===== config.mk =====
export PLATFORM = sky130hd
export DESIGN_NAME = phc_computer_flat
export DESIGN_NICKNAME = d
export VERILOG_FILES = /design/src/rtl/phc_pkg.sv /design/src/rtl/phc_if.sv /design/src/rtl/phc_fifo.sv /design/src/rtl/phc_computer.sv /design/src/flat_wrapper.sv
export VERILOG_INCLUDE_DIRS = /design/src /design/src/rtl
export SDC_FILE = /design/constraint.sdc
export NUM_CORES = 1
export LEC_CHECK = 0
export BUFFER_PORTS_ARGS = -buffer_cell sky130_fd_sc_hd__buf_2
export CAP_MARGIN = 20
export CORE_AREA = 2 2 365 367
export DETAILED_ROUTE_END_ITERATION = 6
export DIE_AREA = 0 0 367 369
export PLACE_DENSITY = 0.49
export REMOVE_ABC_BUFFERS = 1
export SKIP_LAST_GASP = 1
export SLEW_MARGIN = 20
export SYNTH_ARGS = -nofsm -noshare
export SYNTH_HDL_FRONTEND = slang
export SYNTH_SLANG_ARGS = --single-unit

===== constraint.sdc =====
create_clock -name clk -period 10.5 [get_ports clk]
set_clock_uncertainty 0.2 [all_clocks]
set_input_delay 1.575 -clock clk [delete_from_list [all_inputs] [get_ports clk]]
set_output_delay 1.575 -clock clk [all_outputs]
set_load 0.01 [all_outputs]

===== src/rtl/phc_defines.svh =====
// timing constants and widths for the parallel handshake channel
`ifndef PHC_DEFINES_SVH
`define PHC_DEFINES_SVH
`define PHC_WORD_W      32
`define PHC_CNT_W       16
`define PHC_FIFO_DEPTH  32
`define PHC_FIFO_AW     5
`define PHC_CLK_NS      20
// default acknowledge minimum pulse width and request minimum low time, ns
`define PHC_ACK_MIN_NS  1000
`define PHC_LOW_MIN_NS  1000
`define PHC_ACK_MIN_CYC ((`PHC_ACK_MIN_NS + `PHC_CLK_NS - 1) / `PHC_CLK_NS)
`define PHC_LOW_MIN_CYC ((`PHC_LOW_MIN_NS + `PHC_CLK_NS - 1) / `PHC_CLK_NS)
`endif


===== src/rtl/phc_pkg.sv =====
// types used by the computer end of the parallel handshake channel
package phc_pkg;
  typedef enum logic [1:0] {
    PHC_INTERLOCKED,
    PHC_PIPELINED,
    PHC_INTERLOCKED_PULSED,
    PHC_PIPELINED_PULSED
  } phc_mode_e;
endpackage


===== src/rtl/phc_if.sv =====
// parallel channel wires between computer end and peripheral end
interface phc_if;
  logic        out_word_request;
  logic        out_command_request;
  logic        out_word_ack;
  logic        out_command_ack;
  logic [31:0] out_lines;
  logic        in_word_request;
  logic        in_interrupt_request;
  logic        in_ack;
  logic [31:0] in_lines;
  modport computer (
    input  out_word_request, out_command_request, in_word_request,
           in_interrupt_request, in_lines,
    output out_word_ack, out_command_ack, out_lines, in_ack
  );
  modport peripheral (
    output out_word_request, out_command_request, in_word_request,
           in_interrupt_request, in_lines,
    input  out_word_ack, out_command_ack, out_lines, in_ack
  );
endinterface


===== src/rtl/phc_fifo.sv =====
// flip-flop fifo with valid/ready on both sides
module phc_fifo #(
  parameter int WIDTH = 32,
  parameter int DEPTH = 32,
  parameter int AW    = 5
) (
  input  wire logic             clk,
  input  wire logic             resetn,
  input  wire logic [WIDTH-1:0] in_data,
  input  wire logic             in_valid,
  output logic                  in_ready,
  output logic      [WIDTH-1:0] out_data,
  output logic                  out_valid,
  input  wire logic             out_ready
);
  logic [WIDTH-1:0] mem_r [DEPTH];
  logic [AW-1:0]    wr_r;
  logic [AW-1:0]    rd_r;
  logic [AW:0]      cnt_r;
  wire              push = in_valid && in_ready;
  wire              pop  = out_valid && out_ready;

  // full and empty come from the occupancy count
  assign in_ready  = (cnt_r != (AW+1)'(DEPTH));
  assign out_valid = (cnt_r != '0);
  assign out_data  = mem_r[rd_r];

  always_ff @(posedge clk) begin
    if (push) begin
      mem_r[wr_r] <= in_data;
    end
  end

  // pointers wrap naturally because depth is a power of two
  always_ff @(posedge clk) begin
    if (!resetn) begin
      wr_r  <= '0;
      rd_r  <= '0;
      cnt_r <= '0;
    end else begin
      if (push) wr_r <= wr_r + 1'b1;
      if (pop)  rd_r <= rd_r + 1'b1;
      cnt_r <= cnt_r + (AW+1)'(push) - (AW+1)'(pop);
    end
  end
endmodule


===== src/rtl/phc_computer.sv =====
// computer end: acknowledge sequencing for output and input transfers
`include "phc_defines.svh"
// Functional notes
// - interlocked peripheral waits for full completion
// - ack output with valid word on lines
// - peripheral samples output on ack, drops request
// - interlocked output ack ends after width and release
// - input word sampled, then input ack raised
// - interlocked peripheral may drop request after ack
// - interlocked input ack ends after width and release
// - pipelined peripheral waits low time, reasserts
// - pipelined output ack held exactly width, reuse
// - pipelined input peripheral reasserts after low time
// - pipelined input ack held width, next follows
// - pulsed ack exact width, request ignored
// - pulsed output peripheral honours low time
// - pulsed input ack exact width after sampling
// - pulsed input request respects low time
// - word and interrupt requests never both active
// - forced command ack without any request
module phc_computer (
  input  wire logic                  clk,
  input  wire logic                  resetn,
  input  wire phc_pkg::phc_mode_e    cfg_mode,
  input  wire logic [`PHC_CNT_W-1:0] cfg_ack_cycles,
  phc_if.computer                    link,
  input  wire logic [31:0]           tx_data,
  input  wire logic                  tx_is_command,
  input  wire logic                  tx_force,
  input  wire logic                  tx_valid,
  output logic                       tx_ready,
  output logic [31:0]                rx_data,
  output logic                       rx_is_interrupt,
  output logic                       rx_valid,
  input  wire logic                  rx_ready,
  output logic                       busy
);
  typedef enum logic [1:0] {ST_IDLE, ST_ACK, ST_HOLD} phc_st_e;

  phc_pkg::phc_mode_e    mode_r;
  logic [`PHC_CNT_W-1:0] width_r;
  logic [2:0]            owr_s_r, ocr_s_r, iwr_s_r, iir_s_r;
  phc_st_e               ost_r, ost_nxt, ist_r, ist_nxt;
  logic [`PHC_CNT_W-1:0] ocnt_r, icnt_r;
  logic                  ocmd_r, ocmd_nxt, oforce_r, oforce_nxt;
  logic                  oack_w_r, oack_c_r, iack_r;
  logic [31:0]           olines_r;
  logic                  in_int_r;
  logic                  fifo_in_valid, fifo_in_ready;
  logic [32:0]           fifo_out;
  logic                  ow_low_r, oc_low_r, i_low_r;

  // helper: three-stage sync, high only when stages two and three are both high
  function automatic logic sync_ok(input logic [2:0] s);
    return s[1] & s[2];
  endfunction

  // configuration is latched while reset is held
  always_ff @(posedge clk) begin
    if (!resetn) begin
      mode_r  <= cfg_mode;
      width_r <= (cfg_ack_cycles == '0) ? `PHC_CNT_W'(1) : cfg_ack_cycles;
    end
  end

  // requests come from another clock domain
  always_ff @(posedge clk) begin
    if (!resetn) begin
      owr_s_r <= 3'h0;
      ocr_s_r <= 3'h0;
      iwr_s_r <= 3'h0;
      iir_s_r <= 3'h0;
    end else begin
      owr_s_r <= {owr_s_r[1:0], link.out_word_request};
      ocr_s_r <= {ocr_s_r[1:0], link.out_command_request};
      iwr_s_r <= {iwr_s_r[1:0], link.in_word_request};
      iir_s_r <= {iir_s_r[1:0], link.in_interrupt_request};
    end
  end

  wire owr    = sync_ok(owr_s_r);
  wire ocr    = sync_ok(ocr_s_r);
  wire iwr    = sync_ok(iwr_s_r);
  wire iir    = sync_ok(iir_s_r);
  wire pulsed = (mode_r == phc_pkg::PHC_INTERLOCKED_PULSED) ||
                (mode_r == phc_pkg::PHC_PIPELINED_PULSED);
  wire interl = (mode_r == phc_pkg::PHC_INTERLOCKED);
  wire o_req  = ocmd_r ? ocr : owr;
  wire o_done = (ocnt_r >= width_r);
  wire i_done = (icnt_r >= width_r);
  // a request only counts once seen low since its last transfer; the synced
  // copy lags the pin, so a dropped request still looks high for two cycles
  // after a short ack falls and would otherwise start a phantom cycle
  wire ow_new = owr && ow_low_r;
  wire oc_new = ocr && oc_low_r;
  // a forced command may start without any request
  wire o_go   = tx_valid && (tx_force && tx_is_command ||
                             (tx_is_command ? oc_new : ow_new));
  // input taken only when the fifo can hold it, which stalls the peripheral
  wire i_req  = iwr ^ iir;
  wire i_go   = i_req && i_low_r && fifo_in_ready;

  assign tx_ready      = (ost_r == ST_IDLE) && o_go;
  assign fifo_in_valid = (ist_r == ST_IDLE) && i_go;

  // freshness flags: a low request re-arms, starting a transfer disarms
  always_ff @(posedge clk) begin
    if (!resetn) begin
      ow_low_r <= 1'b0;
      oc_low_r <= 1'b0;
      i_low_r  <= 1'b0;
    end else begin
      ow_low_r <= !owr || (ow_low_r && !(tx_ready && !tx_is_command));
      oc_low_r <= !ocr || (oc_low_r && !(tx_ready && tx_is_command && !tx_force));
      i_low_r  <= !(iwr || iir) || (i_low_r && !fifo_in_valid);
    end
  end

  // output machine: ack rises, held per discipline, falls to complete
  always_comb begin
    ost_nxt    = ost_r;
    ocmd_nxt   = ocmd_r;
    oforce_nxt = oforce_r;
    case (ost_r)
      ST_IDLE: begin
        if (o_go) begin
          ost_nxt    = ST_ACK;
          ocmd_nxt   = tx_is_command;
          oforce_nxt = tx_force && tx_is_command;
        end
      end
      ST_ACK: begin
        // pulsed, pipelined and forced transfers release after the width
        if (o_done && (pulsed || !interl || oforce_r)) ost_nxt = ST_IDLE;
        else if (o_done) ost_nxt = ST_HOLD;
      end
      ST_HOLD: begin
        if (!o_req) ost_nxt = ST_IDLE;
      end
      default: ost_nxt = ST_IDLE;
    endcase
  end

  // input machine mirrors the output one
  always_comb begin
    ist_nxt = ist_r;
    case (ist_r)
      ST_IDLE: if (i_go) ist_nxt = ST_ACK;
      ST_ACK: begin
        if (i_done && (pulsed || !interl)) ist_nxt = ST_IDLE;
        else if (i_done) ist_nxt = ST_HOLD;
      end
      ST_HOLD: if (!i_req) ist_nxt = ST_IDLE;
      default: ist_nxt = ST_IDLE;
    endcase
  end

  // state, counters and registered pins
  always_ff @(posedge clk) begin
    if (!resetn) begin
      ost_r    <= ST_IDLE;
      ist_r    <= ST_IDLE;
      ocnt_r   <= '0;
      icnt_r   <= '0;
      ocmd_r   <= 1'b0;
      oforce_r <= 1'b0;
      oack_w_r <= 1'b0;
      oack_c_r <= 1'b0;
      iack_r   <= 1'b0;
      olines_r <= 32'h0;
    end else begin
      ost_r    <= ost_nxt;
      ist_r    <= ist_nxt;
      ocmd_r   <= ocmd_nxt;
      oforce_r <= oforce_nxt;
      ocnt_r   <= (ost_nxt == ST_ACK) ? ocnt_r + 1'b1 : '0;
      icnt_r   <= (ist_nxt == ST_ACK) ? icnt_r + 1'b1 : '0;
      oack_w_r <= (ost_nxt != ST_IDLE) && !ocmd_nxt;
      oack_c_r <= (ost_nxt != ST_IDLE) && ocmd_nxt;
      iack_r   <= (ist_nxt != ST_IDLE);
      if (tx_ready) olines_r <= tx_data;
    end
  end

  assign link.out_word_ack    = oack_w_r;
  assign link.out_command_ack = oack_c_r;
  assign link.out_lines       = olines_r;
  assign link.in_ack          = iack_r;

  // received words wait in a fifo for the user side
  phc_fifo #(.WIDTH(33), .DEPTH(`PHC_FIFO_DEPTH), .AW(`PHC_FIFO_AW)) u_fifo (
    .clk       (clk),
    .resetn    (resetn),
    .in_data   ({iir, link.in_lines}),
    .in_valid  (fifo_in_valid),
    .in_ready  (fifo_in_ready),
    .out_data  (fifo_out),
    .out_valid (rx_valid),
    .out_ready (rx_ready)
  );
  assign rx_data         = fifo_out[31:0];
  assign rx_is_interrupt = fifo_out[32];

  always_ff @(posedge clk) begin
    if (!resetn) in_int_r <= 1'b0;
    else         in_int_r <= (ost_nxt != ST_IDLE) || (ist_nxt != ST_IDLE);
  end
  assign busy = in_int_r;
endmodule


===== src/flat_wrapper.sv =====
// flat-port wrapper written by rule: the top's interface ports become plain ports
module phc_computer_flat 
  (clk, resetn, cfg_mode, cfg_ack_cycles, tx_data, tx_is_command, tx_force, tx_valid, tx_ready, rx_data, rx_is_interrupt, rx_valid, rx_ready, busy, link_out_word_request, link_out_command_request, link_in_word_request, link_in_interrupt_request, link_in_lines, link_out_word_ack, link_out_command_ack, link_out_lines, link_in_ack);
  phc_if link_i ();
  input  wire logic clk;
  input  wire logic resetn;
  input  wire phc_pkg::phc_mode_e cfg_mode;
  input  wire logic [`PHC_CNT_W-1:0] cfg_ack_cycles;
  input  wire logic [31:0] tx_data;
  input  wire logic tx_is_command;
  input  wire logic tx_force;
  input  wire logic tx_valid;
  output logic tx_ready;
  output logic [31:0] rx_data;
  output logic rx_is_interrupt;
  output logic rx_valid;
  input  wire logic rx_ready;
  output logic busy;
  input wire logic [$bits(link_i.out_word_request)-1:0] link_out_word_request;
  input wire logic [$bits(link_i.out_command_request)-1:0] link_out_command_request;
  input wire logic [$bits(link_i.in_word_request)-1:0] link_in_word_request;
  input wire logic [$bits(link_i.in_interrupt_request)-1:0] link_in_interrupt_request;
  input wire logic [$bits(link_i.in_lines)-1:0] link_in_lines;
  output wire logic [$bits(link_i.out_word_ack)-1:0] link_out_word_ack;
  output wire logic [$bits(link_i.out_command_ack)-1:0] link_out_command_ack;
  output wire logic [$bits(link_i.out_lines)-1:0] link_out_lines;
  output wire logic [$bits(link_i.in_ack)-1:0] link_in_ack;
  assign link_i.out_word_request = link_out_word_request;
  assign link_i.out_command_request = link_out_command_request;
  assign link_i.in_word_request = link_in_word_request;
  assign link_i.in_interrupt_request = link_in_interrupt_request;
  assign link_i.in_lines = link_in_lines;
  assign link_out_word_ack = link_i.out_word_ack;
  assign link_out_command_ack = link_i.out_command_ack;
  assign link_out_lines = link_i.out_lines;
  assign link_in_ack = link_i.in_ack;
  phc_computer u_core (.clk(clk), .resetn(resetn), .cfg_mode(cfg_mode), .cfg_ack_cycles(cfg_ack_cycles), .link(link_i), .tx_data(tx_data), .tx_is_command(tx_is_command), .tx_force(tx_force), .tx_valid(tx_valid), .tx_ready(tx_ready), .rx_data(rx_data), .rx_is_interrupt(rx_is_interrupt), .rx_valid(rx_valid), .rx_ready(rx_ready), .busy(busy));
endmodule

* Word-level counts from Yosys, hierarchy flattened
Memories as Yosys holds them, arrays and structs flattened. A register that Yosys moved wholly into a read port is not among the register bits.
Cells that the tools add are included.
Widths: inputs -> output; s select.
** Storage, ports and cells
- Flip-flop bits (word level) :: 123
- RAM bits :: 1056
- Bits of input ports :: 92
- Output and inout bits :: 71
- Word-level logic and storage cells :: 113
- Memories :: 1
** Memory list
- u_core.u_fifo.mem_r :: words 32, bits a word 33, read ports 1, clocked after memory_dff 1, wr ports 1, line phc_fifo.sv:16 : logic [WIDTH-1:0] mem_r [DEPTH];
** Operators by class
- $add $sub $neg :: 6
- Magnitude comparators :: 2
- Equal/unequal tests :: 9
- Mux-type cells :: 18
- Bitwise gates (word level) :: 5
- Reductions and logical operators :: 49
** Operator list (number)
- $add 16x1->16 const B :: 2
- $ge 16x16->1 :: 2
- $logic_and 1x1->1 :: 20
- $logic_not 16->1 :: 1
- $mux 2 :: 8
- $pmux 2 s3 :: 2
- $add 5x1->5 const B :: 2
- $logic_not 1->1 :: 10
- $mux 5 :: 2
- $logic_or 1x1->1 :: 9
- $eq 2x1->1 const B :: 4
- $eq 2x2->1 const B :: 4
- $add 6x1->6 :: 1
- $logic_not 2->1 :: 3
- $mux 1 :: 6
- $ne 6x6->1 const B :: 1
- $reduce_and 2->1 :: 3
- $reduce_bool 6->1 :: 1
- $sub 6x1->6 :: 1
- $and 1x1->1 :: 4
- $reduce_bool 2->1 :: 2
- $xor 1x1->1 :: 1

* Depth between registers and ports, before layout
Gate-level depths: netlist of the first run.
- Word-level depth :: 11
- Depth in mapped cells :: 17

* Modules after synthesis
Synthesis of the first run repeated with hierarchy kept, for this count alone.
** Unflattened totals
- Cells, all modules :: 2604
- Area, all modules :: 46106.7 um^2
** Modules (own cells, without submodules)
- phc_fifo :: times used 1, cells an instance 2096, area an instance 41516.1 um^2, seq. area each 32130.8 um^2
- phc_computer :: times used 1, cells an instance 508, area an instance 4590.7 um^2, seq. area each 2322.2 um^2

* Worst setup path before layout of the first run
OpenSTA, ideal clock, no wires.
- Kind :: in2out
- Start point :: input tx_is_command
- End point :: output tx_ready
- Arrival :: 2503 ps
- Setup slack :: 6222 ps
- Cell stages on the path :: 5
- Buffers on the path :: 2
- Cells stage by stage :: nand4b_1 -> a21o_1 -> clkbuf_1 -> inv_2 -> buf_1
** On the way
- Cells in the longest elaborated chain, start to end :: 4
- Elaborated cells between the ends (all ways) :: 5
** RTL lines
- start, declared :: line flat_wrapper.sv:10 : input wire logic tx_is_command;
- $mux 1 or $logic_and 1x1->1 (tied branches) :: line phc_computer.sv:98, phc_computer.sv:97
- $logic_or 1x1->1 * :: line phc_computer.sv:97 : wire o_go = tx_valid && (tx_force && tx_is_command ||
- $logic_and 1x1->1 * :: line phc_computer.sv:97
- $logic_and 1x1->1 * :: line phc_computer.sv:103 : assign tx_ready = (ost_r == ST_IDLE) && o_go;
- end, declared :: line flat_wrapper.sv:13 : output logic tx_ready;
Mark *: on every way between the ends. The rest lies on a longest branch, timed or not.

==> results.toml, run 1 <==
[floorplanning]
die_height_um = 369
rows = 133
start_util = 0.348
die_w_um = 367
io_pins = 163
fp.coreArea_um2 = 131000
die_area_um2 = 135000

[grt]
grt_pass1_wl_mm = 163
grt_pass1_vias = 23449
grt_start_max_net_pins = 152
overflow = 0
antenna_found_initial = 7
track_usage = 0.168

[yosys]
yosys.area_share.simple = 0.0288
yosysTopAreaCellShare = 0.706
synth_edf_count = 1074
synth_cells = 2152
yosysSeqAreaShare = 0.754
yosys-top-cells-area = "edfxtp_1, mux4_2, dfxtp_1"
synth_area_um2 = 45700
synthMostInstantiatedCell = "edfxtp_1"
synth_seq_cells = 1184
synthMuxAreaShare = 0.171
synthArstFlopShare = 0
synth_xor_xnor_area_share = 0.00729
synth.avg_cell_area_um2 = 21.2
yosys.area.top_type = "edfxtp_1"
synthFlopType = "edfxtp_1"
ys_top_cells_by_count = "edfxtp_1, mux4_2, dfxtp_1"
ys_warn_count = 0
synth_top_family_by_area = "multiplexers"
synth_compound_gate_area_share = 0.0105
synthAdderAreaFrac = 0.0139
synth_cell_type_count = 55

[power]
leakage_nw = 16.6
powerDensity_nw_per_um2 = 211
vdd_drop_max_mv = 0.159

[layout]
drive_gt1_frac = 0.325
finalNetCount = 2521
area_growth_pct = 15.8
fillerInstances = 11670
ff_latch_area_um2 = 34500
stdcell_count = 4233
multi_input_area_um2 = 10800

[timing]
period_minus_slack_ns = 6.33
setup_slack_ns = 4.17
rsz0062_at_grt = "no"
worst_slew_pin_slew_ns = 1.03
period_share = 0.603
relSlewSlack = 0.314
hold_viol_final = 0
fmax_mhz = 158
setup_viol = 0
drv_slew = 0

[routing]
routed-wl-met2_mm = 56.4
drt_first_iter_violations = 1829
top_layer = "met5"
viasPerCell = 5.17
m1WireLength_mm = 47.7
ant_nets = 0
drc_errors = 0
drt_wl_total_mm = 113
avgRoutedWirePerCell_um = 26.8
vias = 21864
dr.pass1.iters = 5
met3_length_mm = 6.57

[clock_network]
clk_latency_ns = 0.75
numCtsBuffers = 131
cts_resized = 0
clock_path_buffers = 3
cts-htree-levels = 4
postCtsHoldBufs = 0
root_buffer = "clkbuf_16"
cts.sinks = 1184
post_cts_buffers = 0
clk_pin_slew_ns = 0.06
cts_tree = "built"

[hold_path]
holdCritPathClass = "reg -> reg"

[placed_design]
dp_cells = 4001
io_buffer_count = 162
post-place-ws_ns = 4.75
post-dp-hpwl_mm = 56.9
gp_congestion = 0.751

[worst_setup_path]
crit_family = "buffers and inverters"
critPathRequiredTime_ns = 8.73
path_class = "reg -> out"
critPathCaptureType = "primary output"
worstSetupStartpointType = "flip-flop"
critPathArrivalTime_ns = 4.55
cp_cell_sequence = "buf_4 -> buf_4 -> mux4_2 -> mux4_2 -> mux2_2 -> buf_2"
slowest_delay_ns = 0.90
path_buf_inv = 3
crit_slowest_cell = "buf_4"
cp_max_fo = 49

[status]
status = "completed"

[flow_run]
drv_cap = 0
[through the flow]
step                utilization  total power [W]  instance area (um^2)  TNS (ns)  hold WS [ns]
floorplan                     -          0.00698                 45200   -114.14         0.212
global placement          0.372          0.00686                 48800         0         0.214
detailed placement        0.372          0.00689                 48800         0         0.219
CTS                       0.403           0.0113                 52900         0         0.233
global route              0.403           0.0116                 52900         0         0.246
finish                    0.403           0.0112                 52900         0         0.230
[report_power, final]
| group | leakage, nW | switching [W] | total, W | internal (W) |
|---|---|---|---|---|
| sequential | 10.6 | 0.0000622 | 0.00523 | 0.00516 |
| combinational | 3.96 | 0.000694 | 0.00152 | 0.000824 |
| clock | 2.00 | 0.00185 | 0.00441 | 0.00256 |
| total | 16.6 | 0.00260 | 0.0112 | 0.00855 |
[final timing paths]
path	slack, ns	cells past startpoint	end	startpoint
setup / recovery	4.17	6	rx_data[19]	flip-flop
hold / removal	0.23	1	u_core.ocr_s_r[1]	u_core.ocr_s_r[0]
setup reg to reg	6.08	7	u_core.u_fifo.mem_r[5][29]	u_core.iir_s_r[1]
hold reg to reg	0.23	1	u_core.ocr_s_r[1]	u_core.ocr_s_r[0]
[placed cells by master, fill, tap and decap left out, types with 45 or more instances in the layout]
cell type and count:
edfxtp_1 1074, nand2_1 96, buf_4 45, nor2_1 59, ha_1 49, a21oi_1 50, clkbuf_16 135, dfxtp_1 105
buf_2 162, mux4_2 330
[routing by layer]
metal,global-route usage,up-vias
met5,0,-
met4,0.0482,10
met1,0.220,11729
met2,0.281,678
met3,0.0374,177
li1,-,9270
[flip-flops by register name, summed over array words and instances (netlist names), 2 cells and up, named ones only]
signal and count:
u_core.u_fifo.rd_r 5, u_core.ost_r 2, u_core.iir_s_r 3, u_core.u_fifo.cnt_r 6
u_core.mode_r 2, u_core.ist_r 2, u_core.ocnt_r 16, u_core.owr_s_r 3
u_core.u_fifo.mem_r 1056, u_core.iwr_s_r 3, u_core.ocr_s_r 3, u_core.u_fifo.wr_r 5
u_core.icnt_r 16, u_core.width_r 16, u_core.link.out_lines 32
[cell type report]
type,instances,area share
multi-input combinational,818,0.205
antenna,1,0.0000473
inverter,36,0.00256
tap,1755,0.0415
timing repair buffer,208,0.0221
sequential,1184,0.652
clock buffer,167,0.0663
clock inverter,64,0.0109
[cell families after synthesis]
family / count (synthesis)
muxes: 365
buffers and inverters: 150
adders and majority gates: 50
AOI/OAI and AO/OA: 81
and+or+nand+nor: 284
xor gates and xnor gates: 38
DFF: 1184
Note: power is estimated with default switching activity, not from simulation.
==> inputs of run 2 (changes only) <==
- ABC_AREA: default -> 1
- CORE_AREA: 2 2 365 367 -> 2 2 370 372
- DIE_AREA: 0 0 367 369 -> 0 0 372 374
- clock period: 10.5 -> 5.9 ns (I/O delays scaled with it)
==> run 2 against run 1 <==
Against the previous run:
- register-to-register slack got worse by 4.1 ns
- via count grew 38%
- flip-flop and latch count unchanged
- die area up 2.7%
- first-iteration DRC count up 48%
- final cell count is 35% higher
- synthesized area grew 2.9%
- worst setup slack lost 3.2 ns
- routed wire length is 20% higher
- sequential share of layout area is 1.2 points lower
==> results.toml, run 2 <==
[timing]
relSlewSlack = 0.310
period_share = 0.831
rsz0062_at_grt = "no"
fmax_mhz = 204
period_minus_slack_ns = 4.90
hold_viol_final = 0
drv_slew = 0
setup_viol = 0
worst_slew_pin_slew_ns = 1.03
whs_ns = 0.102

[power]
leakage_nw = 18.1
clkPwrFrac = 0.397
switching_share = 0.274
combPwrFrac = 0.141
internal_power_w = 0.0146
vdd_drop_max_mv = 0.304
p_seq_frac = 0.461
powerDensity_nw_per_um2 = 374
switchingPower_w = 0.00553

[clock_network]
clock_path_buffers = 3
cts_tree = "built"
cts_resized = 0
numCtsBuffers = 133
postCtsHoldBufs = 0
clk_latency_ns = 0.76
cts.sinks = 1184
root_buffer = "clkbuf_16"
post_cts_buffers = 0
cts-htree-levels = 4
clk_pin_slew_ns = 0.06

[grt]
overflow = 0
track_usage = 0.193
antenna_found_initial = 8
grt_pass1_wl_mm = 200
grt_pass1_vias = 29331
grt_start_max_net_pins = 251

[routing]
viasPerCell = 5.31
drc_errors = 0
drt_wl_total_mm = 136
dr.pass1.iters = 7
vias = 30252
avgRoutedWirePerCell_um = 23.9
ant_nets = 0
drt_first_iter_violations = 2703

[placed_design]
gp_congestion = 0.742
dp_cells = 5460
io_buffer_count = 162
post-dp-hpwl_mm = 69.4

[worst_setup_path]
critPathCaptureType = "primary output"
cp_max_fo = 137
critPathRequiredTime_ns = 4.82
worstSetupStartpointType = "flip-flop"
path_class = "reg -> out"
critPathArrivalTime_ns = 3.82

[yosys]
synth_area_um2 = 47000
yosysSeqAreaShare = 0.733
synthFlopType = "edfxtp_1"
yosys.area.top_type = "edfxtp_1"
synth_top_family_by_area = "compound AO/OA/AOI/OAI gates"
synth_cell_type_count = 39
ys_top_cells_by_count = "edfxtp_1, nor2_1, o21ai_0"
ys_warn_count = 0
yosysTopAreaCellShare = 0.686
yosys-top-cells-area = "edfxtp_1, o21ai_0, nor2_1"
synth_seq_cells = 1184
synth.avg_cell_area_um2 = 12.7
synth_edf_count = 1074
synth_compound_gate_area_share = 0.120
synthAdderAreaFrac = 0.0135
synth_cells = 3704
synth_xor_xnor_area_share = 0.00223
synthMostInstantiatedCell = "edfxtp_1"
yosys.area_share.simple = 0.0950
synthArstFlopShare = 0
synthMuxAreaShare = 0

[floorplanning]
io_pins = 163
die_height_um = 374
rows = 135
fp.coreArea_um2 = 135000
die_area_um2 = 139000
die_w_um = 372
start_util = 0.348

[layout]
mostFrequentLayoutCell = "edfxtp_1"
stdcell_count = 5697
drive_gt1_frac = 0.119
top_register = "u_core.u_fifo.mem_r"
area_growth_pct = 14.6
mostFrequentLayoutCells = "edfxtp_1, nor2_1, o21ai_0"
fillerInstances = 12785
finalNetCount = 3956
ff_latch_area_um2 = 34500
largest_reg_flops = 1056
multi_input_area_um2 = 11100

[hold_path]
holdCritPathClass = "in -> reg"

[status]
status = "completed"

[flow_run]
drv_cap = 0
[run 2: area by class of cell]
class,count,area share
Antenna cell,2,0.0000928
Clock buffer,168,0.0659
Clock inverter,67,0.0117
Inverter,121,0.00903
Multi-Input combinational cell,2142,0.206
Sequential cell,1184,0.639
Tap cell,1781,0.0413
Timing Repair Buffer,232,0.0270
[run 2: cell families (layout without fill, tap and decap cells)]
logic type / after synthesis / count (layout)
other: 0 / 2
buffers and inverters: 378 / 588
xor gates and xnor gates: 12 / 12
AOI/OAI and AO/OA: 964 / 964
adders and majority gates: 50 / 50
DFF: 1184 / 1184
and+or+nand+nor: 1116 / 1116
[run 2: power by group through the flow]
stage | sequential (W) | clock, W | combinational (W)
finish | 0.00931 | 0.00801 | 0.00285
global route | 0.00932 | 0.00849 | 0.00321
CTS | 0.00931 | 0.00819 | 0.00289
detailed placement | 0.00949 | 0 | 0.00288
global placement | 0.00949 | 0 | 0.00287
floorplan | 0.00962 | 0 | 0.00179
[run 2: path summary, 6_finish.rpt]
path                                         from                    endpoint  slack [ns]  depth (start not counted)
worst max-delay path                    flip-flop                  rx_data[5]         1.0                          9
worst min-delay path                  cfg_mode[0]            u_core.mode_r[0]        0.10                          1
worst max register to register  u_core.iir_s_r[1]  u_core.u_fifo.mem_r[24][7]        1.98                          8
worst min register to register  u_core.owr_s_r[0]           u_core.owr_s_r[1]        0.19                          2
[run 2: per-layer routing]
metal  part of all wire  global-route usage  vias to the layer above
li1                   -                   -                    13869
met1               0.45               0.269                    15349
met2               0.47               0.309                      828
met3              0.055              0.0354                      202
met4              0.023              0.0543                        4
met5            0.00012                   0                        -
[run 2: per-stage QoR]
stage	util	instance area, um^2	power (W)	setup TNS, ns	setup WS [ns]
floorplan	-	45800	0.0114	-279.45	-8.50
global placement	0.368	49700	0.0124	0	1.73
detailed placement	0.368	49700	0.0124	0	1.75
CTS	0.399	53900	0.0204	0	0.903
global route	0.399	53900	0.0210	0	0.673
finish	0.399	53900	0.0202	0	0.998
[run 2: worst max-delay path, stage by stage, from the launching register on]
cell      delay (ns)
dfxtp_4         0.59
inv_8           0.77
buf_4           0.50
o21ai_0         0.15
o221ai_1        0.24
nand3_1         0.10
o21ai_1         0.16
nand2_1         0.12
nand2_1         0.14
buf_2           0.14
